File: config.mk
export PLATFORM = sky130hd
export DESIGN_NAME = soft_event_trigger_lines
export DESIGN_NICKNAME = d
export VERILOG_FILES = /design/src/pkg/soft_trigger_pkg.sv /design/src/rtl/irq_status.sv /design/src/rtl/soft_event_trigger_lines.sv /design/src/rtl/trigger_line.sv
export VERILOG_INCLUDE_DIRS = /design/src /design/src/pkg
export SDC_FILE = /design/constraint.sdc
export NUM_CORES = 1
export LEC_CHECK = 0
export BUFFER_PORTS_ARGS = -buffer_cell sky130_fd_sc_hd__buf_4
export CORE_ASPECT_RATIO = 0.9
export CORE_MARGIN = 4
export CORE_UTILIZATION = 49
export CTS_CLUSTER_SIZE = 25
export DETAILED_ROUTE_END_ITERATION = 8
export GPL_ROUTABILITY_DRIVEN = 0
export PLACE_DENSITY = 0.8
export REMOVE_ABC_BUFFERS = 1
export SKIP_LAST_GASP = 1
export SLEW_MARGIN = 30
export SYNTH_ARGS = -nofsm -noshare
export SYNTH_HDL_FRONTEND = slang
export SYNTH_HIERARCHICAL = 1
export SYNTH_SLANG_ARGS = --single-unit
File: constraint.sdc
create_clock -name clk -period 1.8 [get_ports clk]
set_input_delay 0.18 -clock clk [delete_from_list [all_inputs] [get_ports clk]]
set_output_delay 0.18 -clock clk [all_outputs]
set_load 0.01 [all_outputs]
File: src/pkg/soft_trigger_defines.svh
// Constants for the software event trigger block: offsets, field positions, reset values.
// Assumes a plain register port with byte addresses on 32-bit words.
// Summary of operation
// Writing 1 to a line's trigger bit makes a rising-edge event and interrupt; 0 does nothing. Here a 1 written while the bit is set is ignored.
// Hardware clears a set trigger bit; reads return written value before, 0 after.
// Line 9 trigger bit self-clears and always reads as 0.
// One trigger bit per line 0 to 9, at the bit equal to the line number.
// A software event sets the line's pending flag until software writes 1 to it.
// Trigger bits reset to 0 and cause no action while 0.
`ifndef SOFT_TRIGGER_DEFINES_SVH
`define SOFT_TRIGGER_DEFINES_SVH
`define NUM_LINES          10
`define SELF_CLEAR_LINE    9
`define OFS_TRIGGER        8'h00
`define OFS_PENDING        8'h04
`define OFS_MASK           8'h08
`define TRIGGER_RESET      10'h000
`define PENDING_RESET      10'h000
`define MASK_RESET         10'h000
`define CLEAR_DELAY_CYCLES 2'h1
`endif

File: src/pkg/soft_trigger_pkg.sv
// Types shared by the software event trigger block.
// Assumes the constant header is included where sizes are needed.
package soft_trigger_pkg;
  typedef logic [9:0]  line_vec_t;
  typedef logic [7:0]  reg_addr_t;
  typedef logic [31:0] reg_data_t;
  typedef enum logic [1:0] {
    ST_IDLE  = 2'b00,
    ST_ARMED = 2'b01
  } clear_state_t;
endpackage

File: src/rtl/irq_status.sv
// Sticky pending flags, mask and the level interrupt output.
// Assumes one clock; events are one-cycle pulses.
`timescale 1ns/10ps
`default_nettype none
`include "soft_trigger_defines.svh"
module irq_status (
  // Clock and reset
  input  wire logic                       clk,
  input  wire logic                       sys_rst,
  // Events and software access
  input  wire soft_trigger_pkg::line_vec_t set_vec,
  input  wire soft_trigger_pkg::line_vec_t clr_vec,
  input  wire soft_trigger_pkg::line_vec_t mask_vec,
  // State
  output soft_trigger_pkg::line_vec_t      pending,
  output logic                             irq
);
  import soft_trigger_pkg::*;
  typedef struct packed {
    line_vec_t flags;
  } stat_state_t;
  stat_state_t s;
  stat_state_t next_s;

  always_comb begin
    next_s = s;
    // Set wins over a same-cycle write-one clear so no event is lost.
    next_s.flags = (s.flags & ~clr_vec) | set_vec;
  end

  always_ff @(posedge clk) begin
    if (sys_rst) begin
      s.flags <= `PENDING_RESET;
    end else begin
      s <= next_s;
    end
  end

  assign pending = s.flags;
  assign irq     = |(s.flags & mask_vec);

  a_set_wins: assert property (@(posedge clk) disable iff (sys_rst)
    |set_vec |=> ((pending & $past(set_vec)) == $past(set_vec)))
    else $error("pending flag not set");
  a_flag_holds: assert property (@(posedge clk) disable iff (sys_rst)
    (pending[0] && !clr_vec[0]) |=> pending[0]) else $error("flag dropped");
endmodule
`default_nettype wire

File: src/rtl/soft_event_trigger_lines.sv
// Software event trigger lines 0 to 9 with pending flags, mask and interrupt.
// Assumes a simple register port: one-cycle strobes, read data one cycle later.
//
// The plain strobed port and the placing of the registers are this design's own decisions.
`timescale 1ns/10ps
`default_nettype none
`include "soft_trigger_defines.svh"
module soft_event_trigger_lines (
  // Clock and reset
  input  wire logic                        clk,
  input  wire logic                        sys_rst,
  // Register port
  input  wire soft_trigger_pkg::reg_addr_t reg_addr,
  input  wire soft_trigger_pkg::reg_data_t reg_wdata,
  input  wire logic                        reg_wr,
  input  wire logic                        reg_rd,
  output soft_trigger_pkg::reg_data_t      reg_rdata,
  // Per-line outputs and the interrupt
  output soft_trigger_pkg::line_vec_t      line_event,
  output soft_trigger_pkg::line_vec_t      line_pending_flag,
  output logic                             irq
);
  import soft_trigger_pkg::*;
  typedef struct packed {
    line_vec_t mask;
    reg_data_t rdata;
    line_vec_t evt;
  } top_state_t;
  top_state_t s;
  top_state_t next_s;
  line_vec_t  trig_bits;
  line_vec_t  trig_pulse;
  line_vec_t  wr_trig;
  line_vec_t  wr_clr;

  function automatic logic hit(input reg_addr_t a, input reg_addr_t ofs);
    hit = (a == ofs);
  endfunction

  assign wr_trig = (reg_wr && hit(reg_addr, `OFS_TRIGGER)) ? reg_wdata[9:0] : '0;
  assign wr_clr  = (reg_wr && hit(reg_addr, `OFS_PENDING)) ? reg_wdata[9:0] : '0;

  genvar i;
  generate
    for (i = 0; i < `NUM_LINES; i++) begin : g_line
      trigger_line u_line (
        .clk         (clk),
        .sys_rst     (sys_rst),
        .set_req     (wr_trig[i]),
        .trigger_bit (trig_bits[i]),
        .event_pulse (trig_pulse[i])
      );
    end
  endgenerate

  irq_status u_stat (
    .clk      (clk),
    .sys_rst  (sys_rst),
    .set_vec  (trig_pulse),
    .clr_vec  (wr_clr),
    .mask_vec (s.mask),
    .pending  (line_pending_flag),
    .irq      (irq)
  );

  always_comb begin
    line_vec_t vis;
    vis = trig_bits;
    // Line 9's trigger bit has no visible state: software always reads it back as zero.
    vis[`SELF_CLEAR_LINE] = 1'b0;
    next_s = s;
    next_s.evt = trig_pulse;
    next_s.rdata = '0;
    if (reg_wr && hit(reg_addr, `OFS_MASK)) begin
      next_s.mask = reg_wdata[9:0];
    end
    if (reg_rd) begin
      if (hit(reg_addr, `OFS_TRIGGER)) begin
        next_s.rdata = {22'h000000, vis};
      end else if (hit(reg_addr, `OFS_PENDING)) begin
        next_s.rdata = {22'h000000, line_pending_flag};
      end else if (hit(reg_addr, `OFS_MASK)) begin
        next_s.rdata = {22'h000000, s.mask};
      end
    end
  end

  always_ff @(posedge clk) begin
    if (sys_rst) begin
      s.mask  <= `MASK_RESET;
      s.rdata <= 32'h0000_0000;
      s.evt   <= 10'h000;
    end else begin
      s <= next_s;
    end
  end

  assign reg_rdata  = s.rdata;
  assign line_event = s.evt;

  a_write_event: assert property (@(posedge clk) disable iff (sys_rst)
    (reg_wr && reg_addr == 8'h00 && reg_wdata[3] && !trig_bits[3]) |=> line_event[3])
    else $error("no event after trigger write");
  a_zero_quiet: assert property (@(posedge clk) disable iff (sys_rst)
    !wr_trig[5] |=> !line_event[5]) else $error("event without write");
  a_line9_reads0: assert property (@(posedge clk) disable iff (sys_rst)
    (reg_rd && reg_addr == 8'h00) |=> !reg_rdata[9]) else $error("line 9 read nonzero");
  a_read_before: assert property (@(posedge clk) disable iff (sys_rst)
    (reg_rd && reg_addr == 8'h00 && trig_bits[2]) |=> reg_rdata[2])
    else $error("written value not seen");
  a_pend_after: assert property (@(posedge clk) disable iff (sys_rst)
    line_event[0] |-> line_pending_flag[0]) else $error("pending not set");
  a_rsv_zero: assert property (@(posedge clk) disable iff (sys_rst)
    reg_rdata[31:10] == 22'h0) else $error("reserved bits set");
  // Every line gets the same checks, so a fault on a single line cannot hide.
  genvar j;
  generate
    for (j = 0; j < `NUM_LINES; j++) begin : g_chk
      a_line_event: assert property (@(posedge clk) disable iff (sys_rst)
        (wr_trig[j] && !trig_bits[j]) |=> line_event[j])
        else $error("line event missing");
      a_line_quiet: assert property (@(posedge clk) disable iff (sys_rst)
        !wr_trig[j] |=> !line_event[j]) else $error("line event unexpected");
      a_line_pend: assert property (@(posedge clk) disable iff (sys_rst)
        line_event[j] |-> line_pending_flag[j]) else $error("line pending missing");
      a_line_clear: assert property (@(posedge clk) disable iff (sys_rst)
        trig_bits[j] |=> !trig_bits[j]) else $error("line trigger not cleared");
    end
  endgenerate
  c_trigger: cover property (@(posedge clk) |line_event);
  c_irq: cover property (@(posedge clk) irq);
  c_clear: cover property (@(posedge clk) (reg_wr && reg_addr == 8'h04 && |line_pending_flag));
endmodule
`default_nettype wire

File: src/rtl/trigger_line.sv
// One line's trigger bit with its hardware clear sequence.
// Assumes a single clock and a synchronous active-high reset.
`timescale 1ns/10ps
`default_nettype none
module trigger_line (
  // Clock and reset
  input  wire logic clk,
  input  wire logic sys_rst,
  // Software write of this bit
  input  wire logic set_req,
  // Bit state and its one-cycle event
  output logic      trigger_bit,
  output logic      event_pulse
);
  import soft_trigger_pkg::*;
  typedef struct packed {
    clear_state_t st;
    logic         bit_q;
  } line_state_t;
  line_state_t s;
  line_state_t next_s;

  always_comb begin
    next_s = s;
    case (s.st)
      ST_IDLE: begin
        if (set_req) begin
          next_s.bit_q = 1'b1;
          next_s.st    = ST_ARMED;
        end
      end
      ST_ARMED: begin
        // The bit stays visible one cycle so a read can see the written value.
        next_s.bit_q = 1'b0;
        next_s.st    = ST_IDLE;
      end
      default: next_s = '0;
    endcase
  end

  always_ff @(posedge clk) begin
    if (sys_rst) begin
      s <= '0;
    end else begin
      s <= next_s;
    end
  end

  assign trigger_bit = s.bit_q;
  assign event_pulse = (s.st == ST_IDLE) && set_req;

  a_bit_clears: assert property (@(posedge clk) disable iff (sys_rst)
    trigger_bit |=> !trigger_bit) else $error("trigger bit not cleared");
  a_set_follows: assert property (@(posedge clk) disable iff (sys_rst)
    event_pulse |=> trigger_bit) else $error("trigger bit not set");
endmodule
`default_nettype wire

======== Yosys cells after proc, flatten, opt, wreduce, memory -nomap -nowiden ========
Cells that the tools add are included.
storage, ports and cells
  flip-flop bits (word level) ............. 72
  memory bits (read-only) ................. 0
  bits in writable memories ............... 0
  word-level logic and storage cells ...... 76
  output and inout bits ................... 53
  latch bits .............................. 0
  memories kept ........................... 0
operators by class
  reductions and logical operators ........ 38
  $add $sub $neg .......................... 0
  $mul .................................... 0
  muxes and demuxes ....................... 5
  shift operators ......................... 0
  bitwise operators ....................... 15
  divide/modulo/power cells ............... 0
  magnitude comparators ................... 0
  equality and inequality tests ........... 2
operators by type and width
  cell                count
  $mux 10             4
  $reduce_or 2->1     11
  $and 10x10->10      2
  $logic_not 2->1     10
  $logic_and 1x1->1   13
  $not 1->1           11
  $not 10->10         1
  $or 10x10->10       1
  $reduce_or 10->1    1
  $mux 9              1
  $eq 8x3->1 const B  1
  $eq 8x4->1 const B  1
  $logic_not 8->1     1
  $reduce_or 4->1     1
  $reduce_or 3->1     1

======== Logic depth before layout (Yosys ltp) ========
  word-level depth ........................ 6
  mapped depth ............................ 8
  mapped depth without buffers ............ 6

======== By module ========
Netlist, hierarchy kept.
by module, submodules not included
  module                    area each (um^2)  instances  cells each  seq. area each (um^2)
  soft_event_trigger_lines  1776.7            1          191         600.6
  trigger_line              38.8              10         3           20.0
  irq_status                381.6             1          47          200.2

======== Worst setup path before layout ========
OpenSTA, ideal clock, no wires.
  kind .................................... input port to flip-flop
  from .................................... input port reg_addr[3]
  to ...................................... register u_stat.s, in the netlist u_stat/pending[0]
  buffers on the path ..................... 2
  stages .................................. 8
  setup slack ............................. 0.421 ns
  required time ........................... 1.672 ns
  arrival time ............................ 1.251 ns
  library setup time ...................... 0.128 ns
  cells stage by stage .................... buf_2 > nor2_1 > and4_2 > clkbuf_2 > and2_1 > nor2b_1 > a21oi_1 > nor2_1
RTL lines
  what                  line                            RTL
  from (decl)           soft_event_trigger_lines.sv:13  input wire soft_trigger_pkg::reg_addr_t reg_addr,
  to (signal assigned)  irq_status.sv:35                s <= next_s;
  to (decl)             irq_status.sv:22                stat_state_t s;

======== Worst setup path after layout ========
  from .................................... register u_stat.s, in the netlist u_stat/pending[9]
  to ...................................... output port irq
between the ends
  longest elaborated chain between the ends .. 2
RTL lines
  what              line                            RTL
  $and 10x10->10    irq_status.sv:40                assign irq = |(s.flags & mask_vec);
  $reduce_or 10->1  irq_status.sv:40
  to (decl)         soft_event_trigger_lines.sv:21  output logic irq
Every way passes these cells.

==> results.sh <==
export IMPL_outcome="finished, final reports clean"
export IMPL_drt_iter0_drc=83
export IMPL_syn_avg_cell_area_um2=9.50
export IMPL_grt_usage_pct=14.2
export IMPL_final_cell_mix="buf_4 (54), dfxtp_1 (50), nor2b_1 (31), nand2b_1 (29)"
export IMPL_grt_pass1_wl_um=7370
export IMPL_avgViaCountPerCell=4.79
export IMPL_p_sw_mw=0.419
export IMPL_crit_family="compound AO/OA/AOI/OAI gates"
export IMPL_die_area_um2=6420
export IMPL_p_per_area_nw_per_um2=664
export IMPL_register_area_um2=1000
export IMPL_fp_dieH_um=76.4
export IMPL_cp_arrival_ns=1.40
export IMPL_maxCapViolations=0
export IMPL_antennaDiodeCount=0
export IMPL_layout_drive_gt1_share_pct=28.7
export IMPL_cts_resized=0
export IMPL_detailedPlace_worstSlack_ns=0.163
export IMPL_first_pass_iters=4
export IMPL_postLayoutCoreUtil_pct=57.4
export IMPL_power_frac_comb_pct=7.4
export IMPL_synth_cells=268
export IMPL_grt_max_degree=27
export IMPL_finalCriticalPeriod_ns=1.58
export IMPL_slew_violations=0
export IMPL_cp_slowest_cell="dfxtp_1"
export IMPL_hold_start="reg_wdata[3]"
export IMPL_max_stage_delay_ns=0.35
export IMPL_cts_root_buffer="clkbuf_8"
export IMPL_wire_per_inst_um=13.2
export IMPL_setup_tns_ns=0
export IMPL_cts_tree="yes"
export IMPL_crit_fanout=4
export IMPL_path_cells="a22o_1 > a221oi_2 > nand4_1 > buf_4"
export IMPL_grtUsageMet1_pct=17.1
export IMPL_holdWs_ns=0.164
export IMPL_critPathKind="reg2out"
export IMPL_core_area_um2=4920
export IMPL_intPower_mw=1.46
export IMPL_critical_path_startpoint_type="register"
export IMPL_switching_share_pct=22.3
export IMPL_rsz0062_at_grt="false"
export IMPL_endpoint_kind="primary output"
export IMPL_worst_slack_ns=0.219
export IMPL_drc=0
export IMPL_ys_types=24
export IMPL_cp_depth=4
export IMPL_io_pins=97
export IMPL_gr_total_overflow=0
export IMPL_clockBufferDepth=2
export IMPL_grtUsageMet2_pct=24.4
export IMPL_layout_commonest_cell="buf_4"
export IMPL_power_leakage_nw=1.19
export IMPL_htreeDepth=2
export IMPL_post_cts_buffers=0
export IMPL_place_port_buffers=52
export IMPL_seq_area_frac_synth_pct=39.3
export IMPL_holdPathStages=3
export IMPL_cts_hold_buf=0
export IMPL_min_period_over_period_pct=87.8
export IMPL_startpoint="u_stat/pending[9]$_SDFF_PP0_"
export IMPL_num_fill_cells=446
export IMPL_clock_latency_ns=0.29
export IMPL_cts_sinks=50
export IMPL_synth_seq_cells=50
export IMPL_top_usage_layer="met2"
export IMPL_syn_area_um2=2550
export IMPL_p_clk_share_pct=33.7
export IMPL_clk_pin_slew_ns=0.08
export IMPL_multiInputGateArea_um2=1220
export IMPL_ant_nets=0
export IMPL_clock_skew_ns=0.00492
export IMPL_first_global_vias=1559
export IMPL_num_vias=1728
export IMPL_rows=24
export IMPL_nets=341
export IMPL_r2r_worst_path_cells=2
export IMPL_fin_total_pwr_mw=1.88
export IMPL_die_width_um=84.0
export IMPL_cp_required_ns=1.62
export IMPL_vdd_drop_max_mv=0.246
export IMPL_use_met3_pct=4.11
export IMPL_ys_warn_count=6
export IMPL_hold_viol=0
export IMPL_setup_viol=0
export IMPL_timing_fmax_ghz=0.632
export IMPL_regToRegStartpoint="u_stat/pending[5]$_SDFF_PP0_"
export IMPL_cts_buffers=5
export IMPL_critPathBufInv=1
export IMPL_initial_core_util_pct=51.7
export IMPL_seqPwrFrac_pct=58.9
export IMPL_hold_class="in2reg"
export IMPL_areaGrowthSynthToFinish_pct=11.0
export IMPL_antenna_found_initial=0
export IMPL_wl_um=4750
export IMPL_hpwl_um=3330
==> kinds of logic (layout without fill, tap and decap cells) <==
family,count (synthesis),after routing,synth area share (%)
multiplexers,10,10,3.93
AND/OR/NAND/NOR,119,119,31.3
other,1,22,0.147
buffers and inverters,63,70,15.9
flip-flops,50,50,39.3
AO/OA/AOI/OAI,25,25,9.39
==> synthesized netlist by cell type <==
library cell / number / share of area (%)
inv_1: 10 / 1.5
a22o_1: 1 / 0.34
nand2b_1: 29 / 7.1
and4_2: 3 / 1.2
buf_4: 42 / 12
nor3b_2: 10 / 4.9
a221oi_2: 1 / 0.59
clkbuf_1: 7 / 1.0
dfxtp_1: 50 / 39
and2_1: 20 / 4.9
buf_6: 1 / 0.44
buf_2: 1 / 0.20
nand4_1: 1 / 0.25
mux2i_1: 10 / 3.9
a21oi_1: 10 / 2.0
or4_1: 1 / 0.29
nand4b_4: 1 / 0.93
conb_1: 1 / 0.15
a22oi_1: 4 / 1.2
nor2_1: 22 / 3.2
clkbuf_2: 2 / 0.39
a2111oi_2: 9 / 5.3
nor4_4: 1 / 0.84
nor2b_1: 31 / 7.6
==> worst min-delay path, cell delays in order <==
cell	delay [ns]
buf_4	0.11
nand2b_1	0.06
mux2i_1	0.06
==> final cells by class <==
cell class	count	share of cell area (%)
sequential	50	35.4
timing repair buffer	54	14.3
clock buffer	6	2.92
inverter	10	1.33
tap	65	2.88
multi-input combinational	176	43.1
==> stage by stage <==
stage / area (um^2) / cells
after floorplan: 2260 / 236
after global placement: 2740 / 355
after detailed placement: 2740 / 355
after CTS: 2830 / 361
after global routing: 2830 / 361
final: 2830 / 361
==> metal layers <==
layer  vias up  routed length, um
li1        873                  -
met1       800               2140
met2        48               2260
met3         7                316
met4         0                 40
met5         -                  0
==> power by group through the flow <==
stage	logic [mW]	registers (mW)	clock network, mW
finish	0.139	1.11	0.632
global route	0.153	1.11	0.681
CTS	0.138	1.11	0.645
detailed placement	0.138	1.13	0
global placement	0.136	1.13	0
floorplan	0.0581	1.13	0
==> state kept, by name (all words and copies together) (netlist names) <==
signal / cells
g_line.u_line/s: 10
line_event: 10
reg_rdata: 10
s: 10
u_stat/pending: 10
==> final timing paths <==
kind	to	slack (ns)
worst max-delay path	irq	0.22
worst min-delay path	s[45]$_SDFFE_PP0P_	0.16
worst min register to register	g_line[9].u_line/s[1]$_SDFFE_PP0P_	0.45
worst max register to register	reg_rdata[5]$_SDFF_PP0_	0.87
No activity file was read; power rests on OpenSTA's default activity.
